$ cat src/tss_map.svh
`ifndef TSS_MAP_SVH
`define TSS_MAP_SVH
// ----------------------------------------
// Clock and timing constants
// ----------------------------------------
`define TSS_CLK_HZ 50000000
`define TSS_CYC_PER_MS (`TSS_CLK_HZ / 1000)
`define TSS_WARMUP_S 10
`define TSS_WARMUP_MS (`TSS_WARMUP_S * 1000)
`define TSS_STEP_TO_START_MS 100
`define TSS_STEP_DROP_MS 160
`define TSS_RUNON_S 30
`define TSS_RUNON_MS (`TSS_RUNON_S * 1000)
`define TSS_DEBOUNCE_MS 10
// ----------------------------------------
// Input vector bit positions
// ----------------------------------------
`define TSS_IN_HEAT_START 0
`define TSS_IN_HEAT_STOP 1
`define TSS_IN_PLATE_ON 2
`define TSS_IN_PLATE_OFF 3
`define TSS_IN_AIR 4
`define TSS_IN_SAFETY 5
// ----------------------------------------
// Reset values
// ----------------------------------------
`define TSS_RST_LEVEL 1'b0
`define TSS_RST_CNT 32'h0000_0000
`endif

$ cat src/tss_pkg.sv
package tss_pkg;
  // Sequencer states, one-hot
  typedef enum logic [6:0] {
    TSS_OFF  = 7'h01, // All relays off, blower may run on
    TSS_BLOW = 7'h02, // Blower on, waiting for interlocks
    TSS_FIL  = 7'h04, // Control contactor on, filaments heating
    TSS_STEP = 7'h08, // Step contactor closing, inrush limited
    TSS_OVLP = 7'h10, // Step and start both on
    TSS_RUN  = 7'h20, // Start contactor only, full power
    TSS_TRIP = 7'h40  // Interlock shutdown, waiting for closure
  } tss_state_e;
  // Cycle counter type
  typedef logic [31:0] tss_cnt_t;
endpackage

$ cat src/tss_in_if.sv
// Clean front-panel and interlock levels between conditioner and sequencer
interface tss_in_if #(parameter int W = 6);
  logic [W-1:0] level; // Debounced level
  logic [W-1:0] rise;  // One-cycle pulse on debounced rising edge
  modport drv (output level, output rise);
  modport snk (input level, input rise);
endinterface

$ cat src/tss_debounce.sv
`include "tss_map.svh"
module tss_debounce import tss_pkg::*; #(
  parameter int W = 6,
  parameter int STABLE_CYC = `TSS_DEBOUNCE_MS * `TSS_CYC_PER_MS
) (
  input wire logic core_clk,
  input wire logic rst,
  input wire logic [W-1:0] raw,
  tss_in_if.drv clean
);
  // ----------------------------------------
  // Per-input synchroniser and filter
  // ----------------------------------------
  localparam tss_cnt_t STABLE_M1 = tss_cnt_t'(STABLE_CYC - 1);
  genvar g;
  for (g = 0; g < W; g++) begin : g_in
    logic s1; // First stage, read by s2 only
    logic s2; // Synchronised level
    logic lvl; // Accepted level
    logic rse; // Rising edge pulse
    tss_cnt_t cnt; // Cycles the new level has held
    // Two-flop synchroniser against metastability
    always_ff @(posedge core_clk or posedge rst) begin
      if (rst) begin
        s1 <= `TSS_RST_LEVEL;
        s2 <= `TSS_RST_LEVEL;
      end else begin
        s1 <= raw[g];
        s2 <= s1;
      end
    end
    // Accept a change only after it has held the full window
    always_ff @(posedge core_clk or posedge rst) begin
      if (rst) begin
        lvl <= `TSS_RST_LEVEL;
        rse <= 1'b0;
        cnt <= `TSS_RST_CNT;
      end else if (s2 == lvl) begin
        // Bounce resets the window
        cnt <= `TSS_RST_CNT;
        rse <= 1'b0;
      end else if (cnt >= STABLE_M1) begin
        lvl <= s2;
        rse <= s2;
        cnt <= `TSS_RST_CNT;
      end else begin
        cnt <= cnt + 32'h0000_0001;
        rse <= 1'b0;
      end
    end
    assign clean.level[g] = lvl;
    assign clean.rise[g] = rse;
  end
endmodule // tss_debounce

$ cat src/tss_sequencer.sv
`include "tss_map.svh"
module tss_sequencer import tss_pkg::*; #(
  parameter int N_SAFE = 1,
  parameter int CYC_PER_MS = `TSS_CYC_PER_MS,
  parameter int WARMUP_MS = `TSS_WARMUP_MS,
  parameter int STEP_MS = `TSS_STEP_TO_START_MS,
  parameter int DROP_MS = `TSS_STEP_DROP_MS,
  parameter int RUNON_MS = `TSS_RUNON_MS,
  parameter int DEBOUNCE_MS = `TSS_DEBOUNCE_MS
) (
  input wire logic core_clk,
  input wire logic rst,
  input wire logic heater_start_btn,
  input wire logic heater_stop_btn,
  input wire logic plate_on_btn,
  input wire logic plate_off_btn,
  input wire logic air_interlock_closed,
  input wire logic [N_SAFE-1:0] safety_interlock_closed,
  output logic blower_relay_enable,
  output logic control_relay_enable,
  output logic step_relay_enable,
  output logic start_relay_enable,
  output logic filament_warm,
  output logic interlocks_closed,
  output logic [6:0] seq_state
);
  // ----------------------------------------
  // Derived cycle counts
  // ----------------------------------------
  localparam int W = `TSS_IN_SAFETY + N_SAFE;
  localparam tss_cnt_t WARM_CYC = tss_cnt_t'(WARMUP_MS * CYC_PER_MS);
  localparam tss_cnt_t STEP_CYC = tss_cnt_t'(STEP_MS * CYC_PER_MS);
  localparam tss_cnt_t DROP_CYC = tss_cnt_t'(DROP_MS * CYC_PER_MS);
  localparam tss_cnt_t RUNON_CYC = tss_cnt_t'(RUNON_MS * CYC_PER_MS);
  localparam tss_cnt_t ONE = 32'h0000_0001;

  // ----------------------------------------
  // Input conditioning
  // ----------------------------------------
  tss_in_if #(.W(W)) cin ();
  tss_debounce #(.W(W), .STABLE_CYC(DEBOUNCE_MS * CYC_PER_MS)) u_deb (
    .core_clk(core_clk),
    .rst(rst),
    .raw({safety_interlock_closed, air_interlock_closed, plate_off_btn,
          plate_on_btn, heater_stop_btn, heater_start_btn}),
    .clean(cin.drv)
  );

  // Debounced press pulses and interlock summary
  logic start_p; // Heater start press
  logic stop_p; // Heater stop press
  logic pon_p; // Plate on press
  logic poff_p; // Plate off press
  logic ilk_ok; // Air and every safety interlock closed
  assign start_p = cin.rise[`TSS_IN_HEAT_START];
  assign stop_p = cin.rise[`TSS_IN_HEAT_STOP];
  assign pon_p = cin.rise[`TSS_IN_PLATE_ON];
  assign poff_p = cin.rise[`TSS_IN_PLATE_OFF];
  assign ilk_ok = &cin.level[W-1:`TSS_IN_AIR];

  // ----------------------------------------
  // State and timers
  // ----------------------------------------
  tss_state_e state; // Current state
  tss_state_e next_state; // Next state
  tss_cnt_t seq_cnt; // Cycles spent in step / overlap state
  tss_cnt_t warm_cnt; // Cycles the filaments have been powered
  tss_cnt_t runon_cnt; // Cycles of blower run-on so far
  logic warm; // Warm-up delay has elapsed
  logic plate_req; // Plate on pressed, not yet served or cancelled
  logic runon_act; // Blower run-on in progress
  logic runon_go; // Start a run-on this cycle
  logic in_start; // A start sequence is still in progress

  assign warm = (warm_cnt >= WARM_CYC);
  // Filament warm-up and plate ramp count as the start sequence
  assign in_start = ((state == TSS_FIL) && !warm) || (state == TSS_STEP) || (state == TSS_OVLP);
  // Run-on follows a stop outside TSS_OFF and TSS_TRIP, or a trip whose interlocks closed again with no stop
  assign runon_go = (stop_p && (state != TSS_OFF) && (state != TSS_TRIP))
                 || ((state == TSS_TRIP) && ilk_ok && !stop_p);

  // Next-state decode; stop beats interlocks beats operator requests
  always_comb begin
    next_state = state;
    unique case (state)
      TSS_OFF: begin
        if (start_p && !stop_p) begin
          next_state = TSS_BLOW;
        end
      end
      TSS_BLOW: begin
        if (stop_p) begin
          next_state = TSS_OFF;
        end else if (ilk_ok) begin
          next_state = TSS_FIL;
        end
      end
      TSS_FIL: begin
        if (stop_p) begin
          next_state = TSS_OFF;
        end else if (!ilk_ok) begin
          // Abort while heating, trip once warm
          next_state = warm ? TSS_TRIP : TSS_OFF;
        end else if (warm && plate_req) begin
          next_state = TSS_STEP;
        end
      end
      TSS_STEP: begin
        if (stop_p) begin
          next_state = TSS_OFF;
        end else if (!ilk_ok) begin
          next_state = TSS_OFF;
        end else if (poff_p) begin
          next_state = TSS_FIL;
        end else if (seq_cnt == STEP_CYC - ONE) begin
          next_state = TSS_OVLP;
        end
      end
      TSS_OVLP: begin
        if (stop_p) begin
          next_state = TSS_OFF;
        end else if (!ilk_ok) begin
          next_state = TSS_OFF;
        end else if (poff_p) begin
          next_state = TSS_FIL;
        end else if (seq_cnt == DROP_CYC - ONE) begin
          next_state = TSS_RUN;
        end
      end
      TSS_RUN: begin
        if (stop_p) begin
          next_state = TSS_OFF;
        end else if (!ilk_ok) begin
          next_state = TSS_TRIP;
        end else if (poff_p) begin
          next_state = TSS_FIL;
        end
      end
      TSS_TRIP: begin
        // Cooling restarts; operator must press start again
        if (ilk_ok || stop_p) begin
          next_state = TSS_OFF;
        end else if (start_p) begin
          next_state = TSS_BLOW;
        end
      end
      default: begin
        next_state = TSS_OFF; // Illegal code falls safe
      end
    endcase
  end

  // State register
  always_ff @(posedge core_clk or posedge rst) begin
    if (rst) begin
      state <= TSS_OFF;
    end else begin
      state <= next_state;
    end
  end

  // Step / overlap interval timer, cleared on every state change
  always_ff @(posedge core_clk or posedge rst) begin
    if (rst) begin
      seq_cnt <= `TSS_RST_CNT;
    end else if (next_state != state) begin
      seq_cnt <= `TSS_RST_CNT;
    end else begin
      seq_cnt <= seq_cnt + ONE;
    end
  end

  // Warm-up timer runs while the control contactor is on, saturates
  always_ff @(posedge core_clk or posedge rst) begin
    if (rst) begin
      warm_cnt <= `TSS_RST_CNT;
    end else if (!control_relay_enable) begin
      warm_cnt <= `TSS_RST_CNT;
    end else if (!warm) begin
      warm_cnt <= warm_cnt + ONE;
    end
  end

  // Plate request latch; a press beats plate off, but only while the next state is TSS_FIL
  always_ff @(posedge core_clk or posedge rst) begin
    if (rst) begin
      plate_req <= 1'b0;
    end else if (pon_p && (next_state == TSS_FIL)) begin
      plate_req <= 1'b1;
    end else if (poff_p || (next_state != TSS_FIL)) begin
      plate_req <= 1'b0;
    end
  end

  // Blower run-on timer; a fresh start takes the blower over
  always_ff @(posedge core_clk or posedge rst) begin
    if (rst) begin
      runon_act <= 1'b0;
      runon_cnt <= `TSS_RST_CNT;
    end else if (runon_go) begin
      runon_act <= 1'b1;
      runon_cnt <= `TSS_RST_CNT;
    end else if (next_state != TSS_OFF) begin
      runon_act <= 1'b0;
      runon_cnt <= `TSS_RST_CNT;
    end else if (runon_act) begin
      // Ends after the full period, never sooner
      runon_act <= (runon_cnt != RUNON_CYC - ONE);
      runon_cnt <= runon_cnt + ONE;
    end
  end

  // ----------------------------------------
  // Relay drives, registered from next state
  // ----------------------------------------
  always_ff @(posedge core_clk or posedge rst) begin
    if (rst) begin
      blower_relay_enable <= 1'b0;
      control_relay_enable <= 1'b0;
      step_relay_enable <= 1'b0;
      start_relay_enable <= 1'b0;
    end else begin
      // Run-on drive drops on the last counted cycle, so the blower stands exactly the period
      blower_relay_enable <= ((next_state != TSS_OFF) && (next_state != TSS_TRIP))
                          || runon_go
                          || ((next_state == TSS_OFF) && runon_act && (runon_cnt != RUNON_CYC - ONE));
      control_relay_enable <= (next_state == TSS_FIL) || (next_state == TSS_STEP)
                           || (next_state == TSS_OVLP) || (next_state == TSS_RUN);
      step_relay_enable <= (next_state == TSS_STEP) || (next_state == TSS_OVLP);
      start_relay_enable <= (next_state == TSS_OVLP) || (next_state == TSS_RUN);
    end
  end

  // Status reflects internal state
  assign filament_warm = warm;
  assign interlocks_closed = ilk_ok;
  assign seq_state = state;

  // ----------------------------------------
  // Assertions
  // ----------------------------------------
  tss_cnt_t step_on_cnt; // Cycles the step relay has been on
  tss_cnt_t ovl_cnt; // Cycles step and start have overlapped
  always_ff @(posedge core_clk or posedge rst) begin
    if (rst) begin
      step_on_cnt <= `TSS_RST_CNT;
      ovl_cnt <= `TSS_RST_CNT;
    end else begin
      step_on_cnt <= step_relay_enable ? step_on_cnt + ONE : `TSS_RST_CNT;
      ovl_cnt <= (step_relay_enable && start_relay_enable) ? ovl_cnt + ONE : `TSS_RST_CNT;
    end
  end
endmodule // tss_sequencer

$ cat config.mk
export PLATFORM = sky130hd
export DESIGN_NAME = tss_sequencer
export DESIGN_NICKNAME = d
export VERILOG_FILES = /design/src/tss_pkg.sv /design/src/tss_in_if.sv /design/src/tss_debounce.sv /design/src/tss_sequencer.sv
export VERILOG_INCLUDE_DIRS = /design/src
export SDC_FILE = /design/constraint.sdc
export NUM_CORES = 1
export LEC_CHECK = 0
export CAP_MARGIN = 30
export CORE_AREA = 8 8 186 188
export DETAILED_ROUTE_END_ITERATION = 10
export DIE_AREA = 0 0 194 196
export DONT_BUFFER_PORTS = 1
export HOLD_SLACK_MARGIN = 0.12
export SETUP_SLACK_MARGIN = 0.2
export SYNTH_ARGS = -nofsm -noshare
export SYNTH_HDL_FRONTEND = slang
export SYNTH_HIERARCHICAL = 1
export SYNTH_SLANG_ARGS = --single-unit
$ cat constraint.sdc
create_clock -name core_clk -period 12.2 [get_ports core_clk]
set_input_delay 2.44 -clock core_clk [delete_from_list [all_inputs] [get_ports core_clk]]
set_output_delay 2.44 -clock core_clk [all_outputs]
set_load 0.05 [all_outputs]
**Yosys cells after proc, flatten, opt, wreduce, memory -nomap -nowiden**

Cells that the tools add are included.

- Input port bits: 8
- Bits in registers: 323
- Word-level logic and storage cells: 170
- Output and inout bits: 13

- Reductions and logical operators: 30
- $add $sub $neg: 9
- Muxes and demuxes: 52
- Bitwise logic cells: 6
- Order comparisons: 7
- Equality and inequality tests: 28

Operators by type and width:

| cell | number |
|---|---|
| 32-bit two-way mux | 18 |
| 32-bit by 1-bit adder with 32-bit output (second input constant) | 9 |
| 32-bit by 19-bit greater-or-equal comparator with 1-bit output (second input constant) | 6 |
| 7-bit two-way mux | 20 |
| 32-bit by 23-bit equality test with 1-bit output (second input constant) | 2 |
| 7-bit one-hot mux with 7 select lines | 1 |
| 32-bit by 29-bit greater-or-equal comparator with 1-bit output (second input constant) | 1 |
| 32-bit by 31-bit inequality test with 1-bit output (second input constant) | 1 |
| 7-bit by 1-bit equality test with 1-bit output (second input constant) | 2 |
| 7-bit by 3-bit equality test with 1-bit output (second input constant) | 2 |
| 7-bit by 4-bit equality test with 1-bit output (second input constant) | 2 |
| 7-bit by 5-bit equality test with 1-bit output (second input constant) | 2 |
| 7-bit by 6-bit equality test with 1-bit output (second input constant) | 2 |
| 7-bit by 1-bit inequality test with 1-bit output (second input constant) | 2 |
| 7-bit inequality test (second input constant) | 2 |
| 2-bit AND reduction | 7 |
| 1-bit two-way mux | 13 |
| 1-bit logical AND | 10 |
| 1-bit logical OR | 10 |
| 7-bit by 2-bit equality test with 1-bit output (second input constant) | 1 |
| 7-bit equality test (second input constant) | 1 |
| 7-bit by 3-bit inequality test with 1-bit output (second input constant) | 1 |
| 7-bit inequality test | 1 |
| 1-bit equality test | 6 |
| other kinds (5) | 10 |

**Logic depth before layout (Yosys ltp)**

- Word-level depth: 10
- Mapped depth: 10
- Mapped depth without buffers: 7

**Modules after synthesis**

The synthesis kept the hierarchy.

Modules (own cells, without submodules):

| module | sequential area each (um^2) | times used | cells each | area each (um^2) |
|---|---|---|---|---|
| tss_debounce | 5405.2 | 1 | 758 | 8652.0 |
| tss_sequencer | 2728.9 | 1 | 644 | 6296.0 |

**Worst setup path before layout**

No wires, ideal clock.

- Kind: register to output
- Start point: reg warm_cnt[25]
- End point: out filament_warm
- Stages on the path, launching flop included: 5
- Slack: 7952 ps
- Path buffers: 0
- Required time: 9760 ps
- Data arrival time: 1808 ps
- Cells stage by stage: dfrtp_1 -> or3_1 -> a2111oi_0 -> o21ai_0 -> nand2_1

- Longest elaborated chain between the ends: 1

RTL lines:

| element | RTL line | RTL |
|---|---|---|
| start, declared | tss_sequencer.sv:67 | `tss_cnt_t warm_cnt;` |
| start signal, assigned | tss_sequencer.sv:176 | `` warm_cnt <= `TSS_RST_CNT; `` |
| start signal, assigned | tss_sequencer.sv:178 | `` warm_cnt <= `TSS_RST_CNT; `` |
| start signal, assigned | tss_sequencer.sv:180 | `warm_cnt <= warm_cnt + ONE;` |
| 32-bit by 29-bit greater-or-equal comparator with 1-bit output | tss_sequencer.sv:75 | `assign warm = (warm_cnt >= WARM_CYC);` |
| end, declared | tss_sequencer.sv:23 | `output logic filament_warm,` |

No other way between the ends.

**Final worst setup path**

Ends and elaborated chain as after synthesis.

==> impl_metrics.yaml <==
run_status:
  status: "complete, no violations"
worst_setup_path:
  r2r_slack_ns: 9.00
  path_buf_inv: 0
  rr_worst_depth: 7
  critPathKind: "flop to output pin"
  cp_slowest_cell: "nand2_1"
  r2r_start: "seq_state[4]$_DFF_PP0_"
  cp_top_family: "simple AND/OR/NAND/NOR gates"
  required_ns: 9.76
  cp_cell_sequence: "or3_1 -> a2111oi_0 -> o21ai_0 -> nand2_1"
  end_kind: "output pin"
  max_stage_delay_ns: 0.57
  worstPathArrival_ns: 2.63
  cp_max_fo: 6
  crit_path_start_kind: "flop"
  worst_r2r_endpoint: "runon_act$_DFF_PP0_"
cts:
  ctsHoldBuffers: 0
  clk_path_buf_depth: 3
  cts.sinks: 323
  postCtsSetupRepairBufs: 0
  insertion_delay_ns: 0.51
  cts_max_level: 2
  cts_resized: 0
  cts_buffers: 37
  root_buffer: "clkbuf_16"
  clk_pin_slew_worst_paths_ns: 0.06
  cts_tree: "done"
grt:
  grt_pass1_wl_um: 47900
  grt_start_max_net_pins: 145
  track_usage: 0.145
  antenna_found_initial: 0
  grt_pass1_vias: 10054
  overflow: 0
worst_hold_path:
  hold_depth: 0
  whs_endpoint: "u_deb/g_in[2].s2$_DFF_PP0_"
  min-delay-start: "u_deb/g_in[2].s1$_DFF_PP0_"
  hold_path_class: "flop to flop"
sta:
  holdWs_ns: 0.345
  timing.final.hold_violations: 0
  finalCritPeriodShare: 0.415
  slew_headroom: 0.350
  setup_slack_ns: 7.13
  max_freq_mhz: 197
  grt_setup_unrepaired: "no"
  setup_viol: 0
  worstMarginPinSlew_ns: 0.974
  layout_min_cycle_time_ns: 5.07
  fin_skew_ns: 0.0168
  fin_tns_setup_ns: 0
  maxSlewViolCount: 0
layout:
  final_core_util: 0.525
  nFillCells: 2842
  n_antenna_cell: 0
  drive_gt1_frac: 0.0934
  area_growth_pct: 12.7
  finalNonFillerCells: 1907
  final_nets: 1490
placement:
  placed_cells: 1840
  place.gp.congestion: 0.831
  dp_hpwl_um: 17700
  dp_slack_ns: 7.68
  portBuffers: 0
routing:
  avgRoutedWirePerCell_um: 14.3
  dr.pass1.iters: 6
  via_per_inst: 5.25
  vias: 10006
  antenna_left: 0
  routed_wl_um: 27200
  dr.first_iter.drc_count: 563
  drc: 0
synth:
  ys_warn_count: 6
  netlist_area_um2: 14800
  synthCells: 1392
  syn_area_per_cell_um2: 10.7
job:
  cap_violations: 0
power_and_ir_drop:
  ir_worst_vdd_mv: 0.115
  power.density_nw_per_um2: 150
  leakagePower_nw: 6.85
floorplan:
  die_area_um2: 38000
  die_w_um: 194
  initial_core_util: 0.465
  io_pins: 21
  core_um2: 31900
  placementRows: 66
  die_y_um: 196
[worst max path at each step]
| stage | startpoint | endpoint | cells after the start |
|---|---|---|---|
| 5_1_grt | warm_cnt[25]$_DFFE_PP0P_ | filament_warm | 4 |
| 3_3_place_gp | warm_cnt[25]$_DFFE_PP0P_ | filament_warm | 4 |
| 3_5_place_dp | warm_cnt[25]$_DFFE_PP0P_ | filament_warm | 4 |
| 2_1_floorplan | rst | u_deb/g_in[0].cnt[0]$_DFF_PP0_ | 1 |
| 6_report | warm_cnt[25]$_DFFE_PP0P_ | filament_warm | 4 |
| 4_1_cts | warm_cnt[25]$_DFFE_PP0P_ | filament_warm | 4 |
[where the power goes]
part           total [W]  switching [W]  internal, W
registers        0.00115      0.0000493      0.00110
clock network    0.00111       0.000425     0.000683
logic           0.000241       0.000176    0.0000654
[metrics by stage]
stage | power [W] | area [um2]
6_report | 0.00250 | 16700
5_1_grt | 0.00261 | 16700
4_1_cts | 0.00254 | 16700
3_5_place_dp | 0.00142 | 15400
3_3_place_gp | 0.00141 | 15400
2_1_floorplan | 0.00139 | 15100
[registers in the layout, summed over array words and instances (netlist names), 6 cells and up]
signal / cells
runon_cnt: 32
seq_cnt: 32
seq_state: 7
u_deb/g_in.cnt: 192
u_deb/g_in.lvl: 6
u_deb/g_in.s1: 6
u_deb/g_in.s2: 6
warm_cnt: 32
[layer usage]
| layer | vias to the layer above | track usage | share of wire |
|---|---|---|---|
| met2 | 113 | 0.240 | 0.47 |
| met5 | - | 0 | 0 |
| li1 | 4986 | - | - |
| met3 | 47 | 0.0290 | 0.038 |
| met1 | 4860 | 0.192 | 0.47 |
| met4 | 0 | 0.0416 | 0.019 |
[final cells by class]
class,count,area [um2],share of cell area
multi-input combinational,1068,6650,0.398
tap,408,510,0.0305
clock inverter,17,181,0.0108
sequential,323,8080,0.483
clock buffer,49,1070,0.0640
timing repair buffer,10,95.1,0.00569
inverter,32,130,0.00778
[layout by cell type, fill, tap and decap left out, types with 6 or more instances in the layout]
cell type,instances
a21oi_1,22
and2_1,9
and3_1,31
and4_1,19
buf_4,9
clkbuf_16,37
clkbuf_8,10
clkinv_2,8
conb_1,78
dfrtp_1,322
ha_1,10
inv_1,30
mux2_2,6
mux2i_1,12
nand2_1,82
nand2b_1,16
nand3_1,85
nand4_1,51
nor2_1,179
nor2b_1,8
nor3_1,63
nor3_2,30
nor3b_1,7
nor4_1,33
nor4b_1,8
o21a_1,8
o21ai_0,16
o21ba_2,6
o31ai_1,10
or3_1,16
or4_1,9
xnor2_1,81
xor2_1,90
Note: power is estimated with default switching activity, not from simulation.
